==> src/dpr_pkg.sv <==
// Constants, register map and carrier types for the diagnostic pipeline register.
// Assumes a single system clock; all pin inputs are resynchronised before use.
// Summary of operation
// - Eight-bit pipeline register loads from parallel input and drives the output port.
// - Shadow register changes only on shadow clock rising edges or software shadow steps; mode and scan choose source.
// - Pipeline register changes only on pipeline clock edges or software pipeline steps; mode picks input or shadow.
// - Both clocks act independently; shift and pipeline load may coincide.
// - Mode low: shadow shifts toward msb, bit 0 from scan input, input port undriven.
// - Mode low: pipeline clock copies each parallel input bit into the pipeline register.
// - Mode high, scan low: shadow captures output port value, input port undriven.
// - Mode high: pipeline clock copies shadow register into the pipeline register.
// - Mode high, scan high: shadow holds and drives its contents onto the input port.
// - Shadow input chooses output port bit, next lower shadow bit or, in hold, its own bit.
// - Scan output is shadow msb when mode low, scan input when mode high.
// - Output port reflects pipeline register, changing only after a pipeline edge.
package dpr_pkg;
    localparam int DPR_W = 8;
    localparam int DPR_MSB = 7;
    localparam int WB_AW = 4;
    localparam logic [WB_AW-1:0] DPR_ADDR_CTRL = 4'h0;
    localparam logic [WB_AW-1:0] DPR_ADDR_STAT = 4'h4;
    localparam int CTRL_PIPE_STEP = 0;
    localparam int CTRL_SHADOW_STEP = 1;
    localparam logic [31:0] DPR_RD_ZERO = 32'h0000_0000;

    typedef struct packed {
        logic shadow_clk;
        logic pipe_clk;
        logic mode_sel;
        logic scan_in;
        logic pipe_out_enable_n;
        logic [DPR_W-1:0] parallel_in;
    } dpr_pins_t;

    typedef struct packed {
        logic [DPR_W-1:0] o;
        logic oe;
    } dpr_tri_t;
endpackage : dpr_pkg

==> src/dpr_sync.sv <==
// Two-flop level synchroniser for a group of pin inputs.
// Assumes inputs are asynchronous to clk_sys; the first stage feeds only the second.
`timescale 1ns/100ps
module dpr_sync #(
    parameter int W = 1
) (
    input wire logic clk_sys,
    input wire logic rst_b,
    input wire logic [W-1:0] async_in,
    output logic [W-1:0] sync_out
);
    logic [W-1:0] meta;

    always_ff @(posedge clk_sys or negedge rst_b) begin
        if (!rst_b) begin
            meta <= '0;
            sync_out <= '0;
        end else begin
            meta <= async_in;
            sync_out <= meta;
        end
    end
endmodule : dpr_sync

==> src/dpr_top.sv <==
// Diagnostic pipeline register with shadow scan register and Wishbone status access.
// Assumes pin clocks are much slower than clk_sys; each pin edge is seen after sync.
`timescale 1ns/100ps
module dpr_top (
    input wire logic clk_sys,
    input wire logic rst_b,
    input wire logic shadow_clk,
    input wire logic pipe_clk,
    input wire logic mode_sel,
    input wire logic scan_in,
    input wire logic pipe_out_enable_n,
    input wire logic [7:0] parallel_in_port_i,
    output logic [7:0] parallel_in_port_o,
    output logic parallel_in_port_oe,
    output logic [7:0] pipe_out_port_o,
    output logic pipe_out_port_oe,
    output logic scan_out,
    input wire logic wb_cyc_i,
    input wire logic wb_stb_i,
    input wire logic wb_we_i,
    input wire logic [3:0] wb_adr_i,
    input wire logic [31:0] wb_dat_i,
    input wire logic [3:0] wb_sel_i,
    output logic [31:0] wb_dat_o,
    output logic wb_ack_o
);
    dpr_pkg::dpr_pins_t pins_raw;
    dpr_pkg::dpr_pins_t pins_s;
    dpr_pkg::dpr_tri_t in_drive;
    logic [dpr_pkg::DPR_W-1:0] pipe;
    logic [dpr_pkg::DPR_W-1:0] shadow;
    logic [dpr_pkg::DPR_W-1:0] next_shadow;
    logic pipe_clk_q;
    logic shadow_clk_q;
    logic sw_pipe_step;
    logic sw_shadow_step;
    logic pipe_edge;
    logic shadow_edge;
    logic wb_req;

    // Address compare shared by the write strobe, the read data path and the checks
    function automatic logic dpr_adr_hit(
        input logic [dpr_pkg::WB_AW-1:0] adr,
        input logic [dpr_pkg::WB_AW-1:0] target
    );
        return adr == target;
    endfunction : dpr_adr_hit

    assign pins_raw = '{shadow_clk: shadow_clk, pipe_clk: pipe_clk, mode_sel: mode_sel,
                        scan_in: scan_in, pipe_out_enable_n: pipe_out_enable_n,
                        parallel_in: parallel_in_port_i};

    // All pins share one synchroniser so mode, scan and data line up with the clock pins
    dpr_sync #(.W($bits(dpr_pkg::dpr_pins_t))) u_sync (
        .clk_sys(clk_sys),
        .rst_b(rst_b),
        .async_in(pins_raw),
        .sync_out(pins_s)
    );

    always_ff @(posedge clk_sys or negedge rst_b) begin
        if (!rst_b) begin
            pipe_clk_q <= 1'b0;
            shadow_clk_q <= 1'b0;
        end else begin
            pipe_clk_q <= pins_s.pipe_clk;
            shadow_clk_q <= pins_s.shadow_clk;
        end
    end

    // Software step strobes act as extra clock edges; separate edges keep clocks independent
    assign pipe_edge = (pins_s.pipe_clk & ~pipe_clk_q) | sw_pipe_step;
    assign shadow_edge = (pins_s.shadow_clk & ~shadow_clk_q) | sw_shadow_step;

    // Data registers carry no reset: contents are undefined until first clocked
    always_ff @(posedge clk_sys) begin
        if (pipe_edge) begin
            if (pins_s.mode_sel) begin
                pipe <= shadow;
            end else begin
                pipe <= pins_s.parallel_in;
            end
        end
    end

    always_comb begin
        next_shadow = shadow;
        if (!pins_s.mode_sel) begin
            next_shadow = {shadow[dpr_pkg::DPR_MSB-1:0], pins_s.scan_in};
        end else if (!pins_s.scan_in) begin
            next_shadow = pipe;
        end
    end

    always_ff @(posedge clk_sys) begin
        if (shadow_edge) begin
            shadow <= next_shadow;
        end
    end

    assign scan_out = pins_s.mode_sel ? pins_s.scan_in : shadow[dpr_pkg::DPR_MSB];

    // Input port turns around only in the hold mode; otherwise it stays an input
    assign in_drive.oe = pins_s.mode_sel & pins_s.scan_in;
    assign in_drive.o = shadow;
    assign parallel_in_port_o = in_drive.o;
    assign parallel_in_port_oe = in_drive.oe;

    assign pipe_out_port_o = pipe;
    assign pipe_out_port_oe = ~pins_s.pipe_out_enable_n;

    // Wishbone slave: one wait state, ack drops the cycle after it is given
    assign wb_req = wb_cyc_i & wb_stb_i & ~wb_ack_o;

    always_ff @(posedge clk_sys or negedge rst_b) begin
        if (!rst_b) begin
            wb_ack_o <= 1'b0;
        end else begin
            wb_ack_o <= wb_req;
        end
    end

    always_ff @(posedge clk_sys or negedge rst_b) begin
        if (!rst_b) begin
            sw_pipe_step <= 1'b0;
            sw_shadow_step <= 1'b0;
        end else begin
            sw_pipe_step <= 1'b0;
            sw_shadow_step <= 1'b0;
            if (wb_req && wb_we_i && dpr_adr_hit(wb_adr_i, dpr_pkg::DPR_ADDR_CTRL) && wb_sel_i[0]) begin
                sw_pipe_step <= wb_dat_i[dpr_pkg::CTRL_PIPE_STEP];
                sw_shadow_step <= wb_dat_i[dpr_pkg::CTRL_SHADOW_STEP];
            end
        end
    end

    always_ff @(posedge clk_sys or negedge rst_b) begin
        if (!rst_b) begin
            wb_dat_o <= dpr_pkg::DPR_RD_ZERO;
        end else if (wb_req && !wb_we_i && dpr_adr_hit(wb_adr_i, dpr_pkg::DPR_ADDR_STAT)) begin
            wb_dat_o <= {16'h0000, shadow, pipe};
        end else begin
            wb_dat_o <= dpr_pkg::DPR_RD_ZERO;
        end
    end
endmodule : dpr_top

==> config.mk <==
export PLATFORM = sky130hd
export DESIGN_NAME = dpr_top
export DESIGN_NICKNAME = d
export VERILOG_FILES = /design/src/dpr_pkg.sv /design/src/dpr_sync.sv /design/src/dpr_top.sv
export SDC_FILE = /design/constraint.sdc
export NUM_CORES = 1
export LEC_CHECK = 0
export ABC_CLOCK_PERIOD_IN_PS = 2250
export BUFFER_PORTS_ARGS = -buffer_cell sky130_fd_sc_hd__buf_2
export CAP_MARGIN = 5
export CORE_ASPECT_RATIO = 0.7
export CORE_MARGIN = 5
export CORE_UTILIZATION = 40
export DETAILED_ROUTE_END_ITERATION = 8
export GPL_TIMING_DRIVEN = 0
export PLACE_DENSITY = 0.76
export SLEW_MARGIN = 30
export SYNTH_ARGS = -nofsm -noshare
export SYNTH_HDL_FRONTEND = slang
export SYNTH_HIERARCHICAL = 1
export SYNTH_SLANG_ARGS = --single-unit
==> constraint.sdc <==
create_clock -name clk_sys -period 2.25 [get_ports clk_sys]
set_clock_uncertainty 0.15 [all_clocks]
set_input_delay 0.3375 -clock clk_sys [delete_from_list [all_inputs] [get_ports clk_sys]]
set_output_delay 0.3375 -clock clk_sys [all_outputs]
set_load 0.05 [all_outputs]
==> results of run 1 <==
worst register-to-register path, stage by stage (launching register included):
cell and delay [ps]:
dfrtp_1 350, buf_2 160, and2_1 170, a21oi_1 630
layout make-up:
type	instances	area, um^2
Inverter	20	75.1
Multi-Input combinational cell	67	489
Clock buffer	13	180
Tap cell	75	93.8
Timing Repair Buffer	74	443
Sequential cell	63	1660
Fill cell	505	2590
Buffer	24	189
Clock inverter	2	11.3
cell families after synthesis:
| kind of cell | Yosys count |
|---|---|
| buf+inv | 44 |
| simple gates | 32 |
| compound gates | 10 |
| other cells | 1 |
| flops | 63 |
| mux | 9 |
power groups by stage:
stage / Sequential (W) / Combinational, W / Clock, W
final: 0.00124 / 0.000298 / 0.000918
after detailed placement: 0.00126 / 0.000280 / 0
after global routing: 0.00124 / 0.000321 / 0.000993
after CTS: 0.00124 / 0.000298 / 0.000945
after global placement: 0.00126 / 0.000277 / 0
after floorplan: 0.00130 / 0.000159 / 0
stage by stage:
stage | total power, W | hold WS [ps] | cell area [um^2] | setup slack (ps)
floorplan | 0.00146 | -108 | 2410 | 263
global placement | 0.00153 | 183 | 2800 | 429
detailed placement | 0.00154 | 185 | 2800 | 390
CTS | 0.00248 | 43.7 | 3130 | 191
global route | 0.00255 | 111 | 3140 | 138
finish | 0.00245 | 125 | 3140 | 230
layout by cell type, fill, tap and decap left out, drive strengths merged, types with 7 or more instances in the layout:
cell	count
dlygate4sd3	14
dfrtp	47
edfxtp	16
inv	21
nor4	16
conb	16
mux2	9
buf	83
clkbuf	14
nand2	7
o21ai	7
sequential cells by signal, summed over array words and instances (netlist names):
signal	cells
wb_ack_o	1
pipe_clk_q	1
u_sync/sync_out	13
u_sync/meta	13
sw_pipe_step	1
parallel_in_port_o	8
wb_dat_o	16
pipe_out_port_o	8
shadow_clk_q	1
sw_shadow_step	1
final timing paths:
| path | startpoint | to | slack, ps | cells after the start |
|---|---|---|---|---|
| max in group asynchronous | rst_b | wb_dat_o[13] | 1180 | 2 |
| worst min register to register | u_sync/meta[4] | u_sync/sync_out[4] | 200 | 0 |
| worst max-delay path | u_sync/sync_out[10] | scan_out | 230 | 4 |
| worst min-delay path | wb_dat_i[0] | sw_pipe_step | 130 | 3 |
| min in group asynchronous | rst_b | u_sync/sync_out[8] | 390 | 2 |
| worst max register to register | u_sync/sync_out[10] | parallel_in_port_o[0] | 410 | 3 |
per-layer routing:
layer	vias up	global-route usage, %	wire length [um]
met5	-	0	0
met4	0	5.75	88
met3	9	6.75	448
met2	63	19.9	2160
met1	670	15.5	1790
li1	695	-	-
==> impl_metrics.tcl, run 1 <==
set metrics [dict create \
    finalNonFillerCells 338 \
    p_leak_nw 1.55 \
    synth_seq_area_share_pct 70.4 \
    crit_arrival_ps 1530 \
    synth.most_common_cell "dfrtp_1" \
    overflow 0 \
    p_switching_w 0.000621 \
    critical_path_peak_fanout 10 \
    drive_gt1_share_pct 44.9 \
    post-route-drc-count 0 \
    die_area_um2 7540 \
    synth_adder_area_share_pct 0 \
    setup_viol 0 \
    async_flop_share_pct 74.6 \
    clock_latency_ps 340 \
    die_h_um 74.2 \
    cts_sinks 63 \
    synth.largest_area_cell "dfrtp_1" \
    critPathMostFrequentCell "buf_2" \
    fin_crit_ps 2020 \
    cts_tree "yes" \
    grt_pass1_wl_um 7010 \
    grt_usage_pct 13.0 \
    required_ps 1760 \
    start_kind "flop" \
    wl_um 4480 \
    peakVddDrop_mv 0.453 \
    ctsHoldBuffers 13 \
    wl_per_cell_um 13.3 \
    cts_resized 0 \
    cts_setup_buffers 0 \
    grt_setup_unrepaired "false" \
    initialDrtViolationCount 86 \
    dp_cells 309 \
    portBuffers 60 \
    clockBufferDepth 2 \
    h-tree-depth 3 \
    critPathMaxStageDelay_ps 350 \
    row_count 23 \
    worstSetupPathType "reg2out" \
    finalSetupTns_ps 0 \
    hold_viol_final 0 \
    grt_start_max_net_pins 48 \
    start_util_pct 41.1 \
    switching_share_pct 25.3 \
    clkTransAtPathRegs_ps 60 \
    drv_slew 0 \
    critPathTopFamily "buffers and inverters" \
    yosysUniqueCellTypes 24 \
    yosys-top-cells-area "dfrtp_1 50%, edfxtp_1 20%, buf_4 5.4%, mux2_2 4.3%, inv_1 3.2%" \
    hp-class "in2reg" \
    finish.utilization_pct 54.8 \
    num-nets-final 317 \
    synthesis.area_um2 2350 \
    fin_crit_sh_pct 89.8 \
    postSynthCellCount 159 \
    seq_power_share_pct 50.4 \
    ys.flop_type "dfrtp_1" \
    cp-end-kind "output port" \
    cp_cell_sequence "buf_2 -> clkbuf_1 -> o21bai_1 -> buf_2" \
    place.gp.congestion 0.776 \
    top_level_ports 110 \
    dr.pass1.iters 4 \
    synthXorXnorAreaFrac_pct 0 \
    power_frac_comb_pct 12.2 \
    core_um2 5730 \
    viasPerCell 4.25 \
    synth.ff_latch_count 63 \
    internal-power_w 0.00183 \
    crit_buf_inv 3 \
    grt_pass1_vias 1439 \
    antenna_found_initial 0 \
    ys_top_cells_by_count "47 x dfrtp_1, 20 x inv_1, 17 x buf_4" \
    fmax_mhz 495 \
    maxCapViolCount 0 \
    cts_made_buffers 9 \
    vias 1437 \
    slowest_stage "dfrtp_1" \
    synth_edf_count 16 \
    clockPowerShare_pct 37.4 \
    outcome "complete, no violations" \
    yosysTopAreaCellShare_pct 50.0 \
    synth_compound_area_share_pct 2.34 \
    die_w_um 102 \
    n_antenna_cell 0 \
    cts_root_buf "clkbuf_8" \
    worst_pin_slew_ps 811 \
    dp_hpwl_um 3240 \
    synthMuxAreaShare_pct 4.31 \
    synth_top_family_by_area "simple AND/OR/NAND/NOR gates" \
    area_delta_synth_final_pct 33.3 \
    slew_headroom_pct 46.0 \
    ys.warnings.count 6 \
    synth-simple-area-share_pct 11.6 \
    syn_avg_cell_area_um2 14.8 \
    power_density_nw_per_um2 782 \
    ant_nets 0 \
]
Note: power is estimated with default switching activity, not from simulation.
==> run 2: changes to the inputs <==
--- a/config.mk
+++ b/config.mk
@@ -13,7 +13,7 @@
 export CORE_UTILIZATION = 40
 export DETAILED_ROUTE_END_ITERATION = 8
 export GPL_TIMING_DRIVEN = 0
-export PLACE_DENSITY = 0.76
+export PLACE_DENSITY_LB_ADDON = 0.05
 export SLEW_MARGIN = 30
 export SYNTH_ARGS = -nofsm -noshare
 export SYNTH_HDL_FRONTEND = slang
==> run 2 against run 1 <==
Fmax rose by 0.37%. Combinational power about the same. Non-clock buffer count did not move. Critical path depth unchanged. Sequential power barely moved. Global-route usage shrank 0.23 points. Routed wire length fell by 1.7%. Core utilization unchanged. Sequential cell count did not move. Register-to-register slack better by 30 ps. Via count down 4.2%. Worst hold slack better by 1.0 ps. Largest power group unchanged.
==> impl_metrics.tcl, run 2 (synthesized netlist as in run 1, its figures left out) <==
set metrics [dict create \
    fin_crit_sh_pct 89.5 \
    grt_pass1_wl_um 7070 \
    peakVddDrop_mv 0.449 \
    area_delta_synth_final_pct 33.3 \
    wl_per_cell_um 13.0 \
    clock_latency_ps 330 \
    drv_slew 0 \
    start_util_pct 41.1 \
    grt_usage_pct 12.7 \
    cts_tree "yes" \
    p_leak_nw 1.55 \
    setup_viol 0 \
    num-nets-final 317 \
    viasPerCell 4.06 \
    h-tree-depth 3 \
    final_cell_mix "62 x buf_2, 47 x dfrtp_1, 20 x inv_1, 18 x buf_4" \
    wl_um 4410 \
    cts_resized 0 \
    start_kind "flop" \
    drive_gt1_share_pct 45.5 \
    core_um2 5730 \
    worst_pin_slew_ps 771 \
    cts_made_buffers 9 \
    die_area_um2 7540 \
    holdWs_ps 126 \
    place.gp.congestion 0.736 \
    portBuffers 60 \
    grtUsageMet1_pct 16.8 \
    dp_cells 309 \
    n_antenna_cell 0 \
    antenna_found_initial 0 \
    clockBufferDepth 2 \
    overflow 0 \
    grt_setup_unrepaired "false" \
    largest_register_ffs 16 \
    crit_arrival_ps 1530 \
    grt.busiest_layer "met2" \
    vias 1377 \
    hp-class "in2reg" \
    critical_path_peak_fanout 10 \
    finalNonFillerCells 339 \
    ant_nets 0 \
    maxCapViolCount 0 \
    die_w_um 102 \
    cp-end-kind "output port" \
    dp_hpwl_um 3120 \
    outcome "complete, no violations" \
    largestRegisters "wb_dat_o: 16 flops, u_sync/meta: 13 flops, u_sync/sync_out: 13 flops" \
    worstSetupPathType "reg2out" \
    clkTransAtPathRegs_ps 70 \
    regMostFlops "wb_dat_o" \
    dr.pass1.iters 4 \
    required_ps 1760 \
    post-route-cell-area_um2 3140 \
    top_level_ports 110 \
    post-route-drc-count 0 \
    fmax_mhz 497 \
    grt_util_met2_pct 18.1 \
    grt_pass1_vias 1425 \
    hold_viol_final 0 \
    power_density_nw_per_um2 778 \
    finalSetupTns_ps 0 \
    die_h_um 74.2 \
    row_count 23 \
    cts_sinks 63 \
    rrSetupSlack_ps 440 \
    final_common_cell "buf_2" \
    cts_root_buf "clkbuf_8" \
    slew_headroom_pct 48.6 \
    grt_util_met3_pct 5.81 \
    place_area_um2 2810 \
    fin_crit_ps 2010 \
    grt_start_max_net_pins 48 \
    initialDrtViolationCount 50 \
]
==> run 2: cell count changes in the layout (fill, tap and decap cells not counted), sizes merged <==
cell      previous run  this run
clkinvlp             0         1
clkinv               1         3
clkbuf              14        12
==> run 2: per-layer routing <==
layer  vias to the layer above  routed length (um)  part of all wire [%]
li1                        697                   -                     -
met1                       618                2050                    47
met2                        58                1820                    41
met3                         4                 488                    11
met4                         0                  39                  0.89
met5                         -                   0                     0
==> run 2: repair_timing <==
item | in CTS | in global routing
setup buffers | 0 | 0
hold buffers | 14 | 0
hold endpoints to repair | 60 | 0
==> run 2: worst max-delay path, stage by stage, from the launching register on <==
cell and delay (ps):
dfrtp_1 350, buf_2 160, clkbuf_1 210, o21bai_1 190
buf_2 280
==> run 2: where the power goes <==
| group | switching (W) | internal [W] | total, W | leakage, nW |
|---|---|---|---|---|
| Sequential | 0.0000185 | 0.00122 | 0.00124 | 0.741 |
| Clock | 0.000419 | 0.000491 | 0.000909 | 0.101 |
| Combinational | 0.000203 | 0.0000931 | 0.000296 | 0.710 |
| Total | 0.000640 | 0.00180 | 0.00244 | 1.55 |
==> run 2: final timing paths <==
path                            cells past startpoint                start                    end
worst max-delay path                                4  u_sync/sync_out[10]               scan_out
worst min-delay path                                3          wb_dat_i[0]           sw_pipe_step
worst max register to register                      3  u_sync/sync_out[10]  parallel_in_port_o[4]
worst min register to register                      0      u_sync/meta[10]    u_sync/sync_out[10]
max in group asynchronous                           2                rst_b            wb_dat_o[2]
min in group asynchronous                           2                rst_b         u_sync/meta[8]
==> run 2: per-stage QoR <==
stage	util [%]	setup slack [ps]	total power (W)
detailed placement	49.0	374	0.00154
finish	54.8	237	0.00244
global route	54.8	146	0.00255
floorplan	-	263	0.00146
CTS	54.8	192	0.00247
global placement	49.0	416	0.00154
==> run 2: cell type report <==
class	instances	area, um^2
multi-input combinational	67	489
timing repair buffer	74	443
inverter	20	75.1
sequential	63	1660
fill	496	2590
buffer	24	189
clock buffer	11	163
clock inverter	5	28.8
tap	75	93.8
